===== src/include/port3_pkg.sv =====
// Constants and types shared by the third-port data interface.
// Assumes a single system clock; the reference clock is a sampled input and the serial clocks are generated from the system clock.
package port3_pkg;
  // ************************************************************
  // Interface modes
  // ************************************************************
  typedef enum logic [1:0] {MODE_OFF, MODE_RMII, MODE_SNI} port_mode_t;

  // ************************************************************
  // Clock and timing figures
  // ************************************************************
  localparam int SYS_CLK_HZ = 10000000;   // System clock rate
  localparam int REF_CLK_HZ = 50000000;   // Reference clock rate of the reduced mode
  localparam int SLOW_REPEAT = 10;        // Reference edges per di-bit at the slow rate
  localparam int SNI_HALF_DEF = 4;        // System cycles per half period of the serial clock
  localparam int BUF_DEPTH = 2;           // Outbound buffer entries
  localparam int DIBIT_W = 2;             // Width of one di-bit
  localparam int PIN_DATA_W = 4;          // Width of the data pins
  localparam int SYNC_W = 4;              // Synchronised inbound pins: error, enable, two data
  localparam logic [3:0] SLOT_LAST = 4'h9; // Last slot count at the slow rate
endpackage


===== src/rtl/port3_link.sv =====
// Third-port data interface: reduced (di-bit) mode and 7-wire serial mode.
// Assumes mode and speed settings are static while frames flow; pins arrive asynchronously.
`timescale 1ns/1ns

// Contract
// - The reduced mode carries traffic at both the fast and the slow network rate on the same pins.
// - All reduced-mode timing follows one externally supplied 50 MHz reference clock taken as an input.
// - Transmit and receive paths are separate and independent, each two bits wide.
// - The block drives receive-valid and the receive di-bit and takes transmit enable and di-bit as inputs.
// - No receive-error output is driven; erroneous frames are dropped inside the device.
// - A far PHY reports receive errors on the transmit-error input, which marks the frame for dropping.
// - In reduced mode a collision is derived from receive-valid and transmit enable being active together.
// - The same pins serve a far PHY or a far MAC, with the error signal unused toward a MAC.
// - In serial mode the block acts as the PHY and supplies separate transmit and receive clocks.
// - Serial mode moves one unencoded bit per clock on bit 0 of each data port.
// - Transmit enable marks valid inbound bits; receive-valid marks valid outbound bits.
// - In half-duplex serial operation the collision output rises during a collision.
module port3_link #(
  parameter int SNI_HALF = port3_pkg::SNI_HALF_DEF
) (
  input wire logic mclk,                               // System clock
  input wire logic rst,                                // Synchronous reset, active high
  input wire port3_pkg::port_mode_t mode_sel,          // Selected interface mode
  input wire logic speed_10,                           // Slow network rate
  input wire logic half_duplex,                        // Half-duplex operation
  input wire logic port3_reference_clock_in,           // Reduced-mode reference clock pin
  input wire logic port3_tx_enable_in,                 // Transmit enable pin
  input wire logic [3:0] port3_tx_data_in,             // Transmit data pins
  input wire logic port3_tx_error_in,                  // Transmit error pin
  output logic port3_rx_valid_out,                     // Receive valid / carrier sense pin
  output logic [3:0] port3_rx_data_out,                // Receive data pins
  output logic port3_tx_clock,                         // Serial transmit clock pin
  output logic port3_rx_clock,                         // Serial receive clock pin
  output logic port3_collision_out,                    // Serial collision pin
  output logic pins_oe,                                // High while this block owns the pins
  input wire logic [1:0] up_data,                      // Outbound di-bit from the switch
  input wire logic up_valid,                           // Outbound di-bit valid
  output logic up_ready,                               // Buffer can take a di-bit
  output logic [1:0] dn_data,                          // Inbound di-bit to the switch
  output logic dn_valid,                               // Inbound di-bit valid, one cycle
  output logic dn_end,                                 // Inbound frame ended, one cycle
  output logic dn_drop,                                // Ended frame must be discarded, one cycle
  output logic mac_collision                           // Collision seen, level
);
  // ************************************************************
  // Elaboration checks
  // ************************************************************
  if (SNI_HALF < 4) begin : g_bad_half
    $error("SNI_HALF must cover the input synchroniser delay");
  end

  // ************************************************************
  // Mode decode
  // ************************************************************
  wire is_rmii = (mode_sel == port3_pkg::MODE_RMII);
  wire is_sni = (mode_sel == port3_pkg::MODE_SNI);
  wire is_on = is_rmii | is_sni;

  // ************************************************************
  // Pin synchronisers
  // ************************************************************
  logic ref_s1_r, ref_s2_r, ref_s3_r;
  logic [port3_pkg::SYNC_W-1:0] in_s1_r, in_s2_r;

  // Two flops on every inbound pin in use (data pins 3:2 are not sampled), a third for edge finding
  always_ff @(posedge mclk) begin
    ref_s1_r <= port3_reference_clock_in;
    ref_s2_r <= ref_s1_r;
    ref_s3_r <= ref_s2_r;
    in_s1_r <= {port3_tx_error_in, port3_tx_enable_in, port3_tx_data_in[1:0]};
    in_s2_r <= in_s1_r;
  end

  wire ref_rise = ref_s2_r & ~ref_s3_r;
  wire en_s = in_s2_r[2];
  wire er_s = in_s2_r[3];
  wire [1:0] d_s = in_s2_r[1:0];

  // ************************************************************
  // Link timing: slow-rate slots and the serial clock
  // ************************************************************
  logic [3:0] slot_r, slot_nxt;
  logic [15:0] div_r, div_nxt;
  logic sclk_r;

  wire div_wrap = (div_r == 16'(SNI_HALF - 1));
  wire sni_rise = is_sni & div_wrap & ~sclk_r;
  wire slot_zero = (slot_r == 4'h0);
  wire rmii_tick = is_rmii & ref_rise & (~speed_10 | slot_zero);
  wire tick = rmii_tick | sni_rise;

  assign slot_nxt = (~is_rmii | ~speed_10) ? 4'h0 :
                    ~ref_rise ? slot_r :
                    (slot_r == port3_pkg::SLOT_LAST) ? 4'h0 : slot_r + 4'h1;
  assign div_nxt = (~is_sni | div_wrap) ? 16'h0000 : div_r + 16'h0001;

  // Slot counter and serial clock divider
  always_ff @(posedge mclk) begin
    if (rst) begin
      slot_r <= 4'h0;
      div_r <= 16'h0000;
      sclk_r <= 1'b0;
    end else begin
      slot_r <= slot_nxt;
      div_r <= div_nxt;
      sclk_r <= is_sni & (sclk_r ^ div_wrap);
    end
  end

  // ************************************************************
  // Outbound two-entry buffer
  // ************************************************************
  logic [1:0] buf_r [port3_pkg::BUF_DEPTH];
  logic wptr_r, rptr_r;
  logic [1:0] cnt_r, cnt_nxt;
  logic ph_out_r;

  wire push = up_valid & up_ready;
  wire pop_slot = tick & (is_rmii | ph_out_r);
  wire pop = pop_slot & (cnt_r != 2'h0);
  assign cnt_nxt = cnt_r + 2'(push) - 2'(pop);

  // Buffer storage and pointers; the drain stalls until a link slot
  always_ff @(posedge mclk) begin
    if (rst) begin
      wptr_r <= 1'b0;
      rptr_r <= 1'b0;
      cnt_r <= 2'h0;
      up_ready <= 1'b0;
    end else begin
      if (push) begin
        buf_r[wptr_r] <= up_data;
      end
      wptr_r <= wptr_r ^ push;
      rptr_r <= rptr_r ^ pop;
      cnt_r <= cnt_nxt;
      up_ready <= (cnt_nxt != 2'(port3_pkg::BUF_DEPTH));
    end
  end

  // ************************************************************
  // Outbound launch onto the pins
  // ************************************************************
  wire [1:0] head = buf_r[rptr_r];
  wire have = (cnt_r != 2'h0);
  wire send_bit = ph_out_r ? head[1] : head[0];

  // Launch on each slot; valid drops when the buffer runs dry
  always_ff @(posedge mclk) begin
    if (rst || !is_on) begin
      port3_rx_valid_out <= 1'b0;
      port3_rx_data_out <= 4'h0;
      ph_out_r <= 1'b0;
    end else if (tick) begin
      port3_rx_valid_out <= have;
      if (is_rmii) begin
        port3_rx_data_out <= have ? {2'b00, head} : 4'h0;
      end else begin
        port3_rx_data_out <= have ? {3'b000, send_bit} : 4'h0;
        ph_out_r <= have & ~ph_out_r;
      end
    end
  end

  // Pin ownership and serial clocks
  always_ff @(posedge mclk) begin
    if (rst) begin
      pins_oe <= 1'b0;
      port3_tx_clock <= 1'b0;
      port3_rx_clock <= 1'b0;
    end else begin
      pins_oe <= is_on;
      port3_tx_clock <= sclk_r;
      port3_rx_clock <= sclk_r;
    end
  end

  // ************************************************************
  // Inbound capture
  // ************************************************************
  logic in_frame_r, err_r, ph_in_r, bit0_r;

  // Sample on each slot; reduced-mode errors mark the frame for dropping
  always_ff @(posedge mclk) begin
    if (rst || !is_on) begin
      in_frame_r <= 1'b0;
      err_r <= 1'b0;
      ph_in_r <= 1'b0;
      bit0_r <= 1'b0;
      dn_valid <= 1'b0;
      dn_end <= 1'b0;
      dn_drop <= 1'b0;
      dn_data <= 2'b00;
    end else begin
      dn_valid <= 1'b0;
      dn_end <= 1'b0;
      dn_drop <= 1'b0;
      if (tick && en_s) begin
        in_frame_r <= 1'b1;
        err_r <= (err_r & in_frame_r) | (er_s & is_rmii);
        if (is_rmii) begin
          dn_data <= d_s;
          dn_valid <= 1'b1;
        end else begin
          bit0_r <= d_s[0];
          ph_in_r <= ~ph_in_r;
          dn_data <= {d_s[0], bit0_r};
          dn_valid <= ph_in_r;
        end
      end else if (tick && in_frame_r) begin
        in_frame_r <= 1'b0;
        ph_in_r <= 1'b0;
        dn_end <= 1'b1;
        dn_drop <= err_r;
      end
    end
  end

  // ************************************************************
  // Collision
  // ************************************************************
  wire coll = half_duplex & port3_rx_valid_out & en_s;

  // Collision to the MAC, and to the pin in serial mode only
  always_ff @(posedge mclk) begin
    if (rst) begin
      mac_collision <= 1'b0;
      port3_collision_out <= 1'b0;
    end else begin
      mac_collision <= is_on & coll;
      port3_collision_out <= is_sni & coll;
    end
  end

  // ************************************************************
  // Assertions
  // ************************************************************
  property p_off_quiet;
    @(posedge mclk) disable iff (rst) !is_on |=> !port3_rx_valid_out && !pins_oe;
  endproperty
  a_off_quiet: assert property (p_off_quiet) else $error("pins driven with no mode");

  property p_slow_hold;
    @(posedge mclk) disable iff (rst) is_rmii && speed_10 && ref_rise && !slot_zero |-> !tick;
  endproperty
  a_slow_hold: assert property (p_slow_hold) else $error("slow di-bit not held ten edges");

  property p_launch_on_slot;
    @(posedge mclk) disable iff (rst)
      is_on && $stable(mode_sel) && $changed(port3_rx_data_out) |-> $past(tick);
  endproperty
  a_launch_on_slot: assert property (p_launch_on_slot) else $error("data changed off a slot");

  property p_sni_bit0;
    @(posedge mclk) disable iff (rst) is_sni |=> port3_rx_data_out[3:1] == 3'b000;
  endproperty
  a_sni_bit0: assert property (p_sni_bit0) else $error("serial data off bit 0");

  property p_sni_col;
    @(posedge mclk) disable iff (rst) is_sni && half_duplex && port3_rx_valid_out && en_s
      |=> port3_collision_out ##0 mac_collision;
  endproperty
  a_sni_col: assert property (p_sni_col) else $error("collision not signalled");

  property p_rmii_no_pin_col;
    @(posedge mclk) disable iff (rst) is_rmii |=> !port3_collision_out;
  endproperty
  a_rmii_no_pin_col: assert property (p_rmii_no_pin_col) else $error("collision pin in reduced mode");

  property p_drop_at_end;
    @(posedge mclk) disable iff (rst) dn_drop |-> dn_end && !dn_valid;
  endproperty
  a_drop_at_end: assert property (p_drop_at_end) else $error("drop outside frame end");

  // A frame closing with its error mark set must be discarded at its end
  property p_err_drops;
    @(posedge mclk) disable iff (rst)
      is_on && tick && in_frame_r && !en_s && err_r
      |=> dn_drop && dn_end;
  endproperty
  a_err_drops: assert property (p_err_drops) else $error("error frame not dropped");

  // An error flagged on a reduced-mode slot marks the running frame
  property p_err_mark;
    @(posedge mclk) disable iff (rst) is_rmii && tick && en_s && er_s |=> err_r && in_frame_r;
  endproperty
  a_err_mark: assert property (p_err_mark) else $error("error input not recorded");

  // Serial clocks stay low once serial mode is left
  property p_sclk_idle;
    @(posedge mclk) disable iff (rst) !is_sni ##1 !is_sni |=> !port3_tx_clock && !port3_rx_clock;
  endproperty
  a_sclk_idle: assert property (p_sclk_idle) else $error("serial clock outside serial mode");

  property p_valid_cause;
    @(posedge mclk) disable iff (rst) dn_valid |-> $past(en_s) && $past(tick);
  endproperty
  a_valid_cause: assert property (p_valid_cause) else $error("inbound valid without enable");

  property p_full_stalls;
    @(posedge mclk) disable iff (rst) cnt_r == 2'h2 && !pop |=> !up_ready ##0 cnt_r == 2'h2;
  endproperty
  a_full_stalls: assert property (p_full_stalls) else $error("full buffer accepted");

endmodule // port3_link


===== config.mk =====
export PLATFORM = sky130hd
export DESIGN_NAME = port3_link
export DESIGN_NICKNAME = d
export VERILOG_FILES = /design/src/include/port3_pkg.sv /design/src/rtl/port3_link.sv
export SDC_FILE = /design/constraint.sdc
export NUM_CORES = 1
export LEC_CHECK = 0
export BUFFER_PORTS_ARGS = -buffer_cell sky130_fd_sc_hd__buf_4
export CAP_MARGIN = 20
export CORE_ASPECT_RATIO = 1.75
export CORE_UTILIZATION = 34
export DETAILED_ROUTE_END_ITERATION = 10
export GPL_TIMING_DRIVEN = 1
export PLACE_DENSITY = 0.5
export SYNTH_ARGS = -nofsm -noshare
export SYNTH_HDL_FRONTEND = slang
export SYNTH_SLANG_ARGS = --single-unit

===== constraint.sdc =====
create_clock -name mclk -period 6.8 [get_ports mclk]
set_input_delay 0.68 -clock mclk [delete_from_list [all_inputs] [get_ports mclk]]
set_output_delay 0.68 -clock mclk [all_outputs]
set_load 0.1 [all_outputs]

==> results by group <==
Run status
  • Status: finished, final reports clean

Placement
  • Number of port buffers: 27
  • Post-DP Area: 2600 um2
  • Detailed placement HPWL: 3480 um
  • Final RePlAce weighted congestion: 0.770
  • Dpl cells: 341

Die
  • Rows: 39
  • Core area: 6590 um2
  • Die height: 112 um
  • Die Width: 64.9 um
  • I/O pins: 32
  • Die area: 7270 um2
  • Initial Util: 35.7%

Global routing
  • Total GRT Usage: 15.4%
  • Vias in the first global route: 1750
  • First-pass GRT wire length: 8290 um
  • Grt total ovfl: 0
  • Initial antenna violation count: 0
  • Largest net degree at the start of global routing: 17

Worst setup path
  • Crit path required time: 7.05 ns
  • Critical path's top delay family: adder cells
  • Worst EP arrival: 3.25 ns
  • Worst-path cell chain: buf_4, ha_1, and3_1, a21oi_1, nor2_1, ha_1, inv_1, ha_1, xor2_1, xnor2_1, nor2_1, nor2_1
  • CP endpoint kind: flip-flop
  • Bufs and invs on worst path: 2
  • Critical path's slowest cell: a21oi_1
  • Worst setup path category: input pin to flip-flop
  • Crit path launch type: input pin
  • Max Fanout on Critical Path: 14
  • Peak per-stage delay on the critical path: 0.66 ns

Finish
  • Antenna cell count: 0
  • Final Util: 43.9%
  • Layout Nets: 291
  • Finished Cell Area: 2890 um2
  • Share of layout cells above drive strength 1: 17.9%
  • Area grow syn2layout: 22.8%
  • Non-filler cells, final: 356

Yosys
  • Synth cell count leaders: 54 x dfxtp_1, 27 x nor2_1, 20 x nand2_1
  • Sequential area share after synthesis: 51.0%
  • Synth area leaders: dfxtp_1 46%, edfxtp_1 5.1%, nor2_1 4.3%
  • Main combinational cell family by area after synthesis: simple AND/OR/NAND/NOR gates
  • Largest area contributor in the synthesized netlist: dfxtp_1
  • Ys Warns: 0
  • Post-Syn Area: 2350 um2
  • Multiplexer share of the synthesized area: 4.04%
  • Ys flop type: dfxtp_1
  • Netlist cell types: 44
  • Cell with the most instances after synthesis: dfxtp_1
  • Adder-cell area share of the yosys netlist: 2.66%
  • Share of the synthesized area in the top cell type: 45.9%
  • Simple-Gate Fraction of Synth Area: 24.2%
  • Synth Register Bits: 58
  • Synth Area in Compound Gates: 8.24%
  • EDFF count, synth: 4
  • Async SR Flop Fraction: 0%
  • Gate Count Post-Synth: 243
  • Xor and xnor fraction of the mapped netlist area: 5.95%
  • Syn Area/Cell: 9.69 um2

Route
  • Vias post-DR: 1770
  • Routed wire per std cell: 13.6 um
  • Drt initial violations: 58
  • Vias per inst: 4.97
  • Router iterations before antenna repair: 4
  • Routed Wire Length: 4850 um
  • Remaining DRCs: 0
  • Post-DRT Antenna Nets: 0

Timing
  • Hold Slack: 0.328 ns
  • Max-slew violation count: 0
  • RSZ-0062 raised after global routing: false
  • Fin. Hold Viols: 0
  • Fmax: 0.333 GHz
  • Setup violations, final: 0
  • Crit share post-route: 44.1%
  • Minimum clock period: 3.00 ns
  • Skew final: 0.00493 ns
  • Tightest Pin Transition: 0.832 ns
  • Setup TNS: 0 ns
  • Max-Slew Margin vs Limit: 44.6%

Run
  • Max-Cap Viols: 0

Clocking
  • Max H-tree Level: 3
  • CTS Buf Count: 9
  • Clock tree buffer depth: 2
  • Clk sink count: 58
  • CTS clk-pin slew, worst paths: 0.05 ns
  • Post-cts repair resize count: 0
  • Hold_buf cts: 0
  • CTS tree: done
  • Setup repair bufs after CTS: 0
  • Root buffer cell: clkbuf_16
  • Clk Latency, worst-skew pair: 0.32 ns

Pwr
  • Leak Pwr: 1.10 nW
  • VDD IR-drop max: 0.000124 V
  • PD cells: 288 nW/um2

Min path
  • Min-Delay Path Class: flip-flop to flip-flop
-- per-layer routing --
layer / track usage [%] / vias up / wire [um]
li1: - / 900 / -
met1: 15.7 / 836 / 1890
met3: 4.37 / 8 / 150
met4: 8.89 / 0 / 106
met5: 0 / - / 0
met2: 27.2 / 26 / 2710
-- worst reg2reg max path: cells and delay by family (launching register included) --
family	cells	cell delay (ns)
flip-flops	1	0.32
AO/OA/AOI/OAI	1	0.66
AND/OR/NAND/NOR	5	0.68
buffers and inverters	1	0.04
XOR/XNOR	2	0.34
adder cells (fa/ha/maj)	3	0.72
-- area by class of cell --
| cell class | count | area (um2) |
|---|---|---|
| well taps | 82 | 103 |
| repair buffers | 27 | 203 |
| inverters | 7 | 26.3 |
| clock buffers | 12 | 246 |
| multi-input cells | 167 | 1070 |
| clock inverters | 3 | 40.0 |
| flip-flops and latches | 58 | 1200 |
| fillers | 670 | 3700 |
-- registers in the layout (all words and copies together) (netlist names), 2 cells and up --
register,cells
div_r,16
buf_r,4
port3_rx_data_out,2
slot_r,4
in_s2_r,4
in_s1_r,4
cnt_r,2
dn_data,2
-- cell families after synthesis --
kind of cell,after synthesis
simple gates,106
flops,58
compound gates,30
buf+inv,19
xor+xnor,16
mux,8
fa+ha+maj,5
other cells,1
-- worst paths after layout --
| check | startpoint | to | slack, ns | depth (start not counted) |
|---|---|---|---|---|
| setup / recovery | mode_sel[0] | up_ready | 3.80 | 12 |
| hold / removal | in_s1_r[0] | in_s2_r[0] | 0.33 | 0 |
| setup reg to reg | div_r[0] | up_ready | 3.97 | 12 |
| hold reg to reg | in_s1_r[0] | in_s2_r[0] | 0.33 | 0 |
-- placed cells by master, fill, tap and decap left out, drive strengths merged, types with 2 or more instances in the layout --
cell type and count:
dfxtp 54, nor2 27, buf 27, nand2 20
clkbuf 12, nand3 11, nor2b 9, a21oi 9
nor3 8, xnor2 8, xor2 8, inv 7
o21ai 7, mux2i 5, nand2b 5, ha 5
nand4 5, edfxtp 4, and4 3, o31ai 3
or3 3, nor4 3, o41ai 2, and3 2
o22ai 2, nor3b 2, mux2 2, nand3b 2
or4 2, o211ai 2, conb 2, clkinv 2
nor4b 2
-- report_power, final --
group	internal [mW]	total, mW	leakage (nW)	switching, mW
combinational	0.0148	0.0447	0.479	0.0300
clock	0.290	0.432	0.142	0.143
sequential	0.352	0.356	0.477	0.00440
total	0.656	0.833	1.10	0.177
-- through the flow --
stage / setup WS, ns / power, mW
2_1_floorplan: 4.18 / 0.395
3_3_place_gp: 3.44 / 0.408
3_5_place_dp: 3.43 / 0.409
4_1_cts: 3.76 / 0.847
5_1_grt: 3.60 / 0.870
6_report: 3.80 / 0.833
Note: power is estimated with default switching activity, not from simulation.
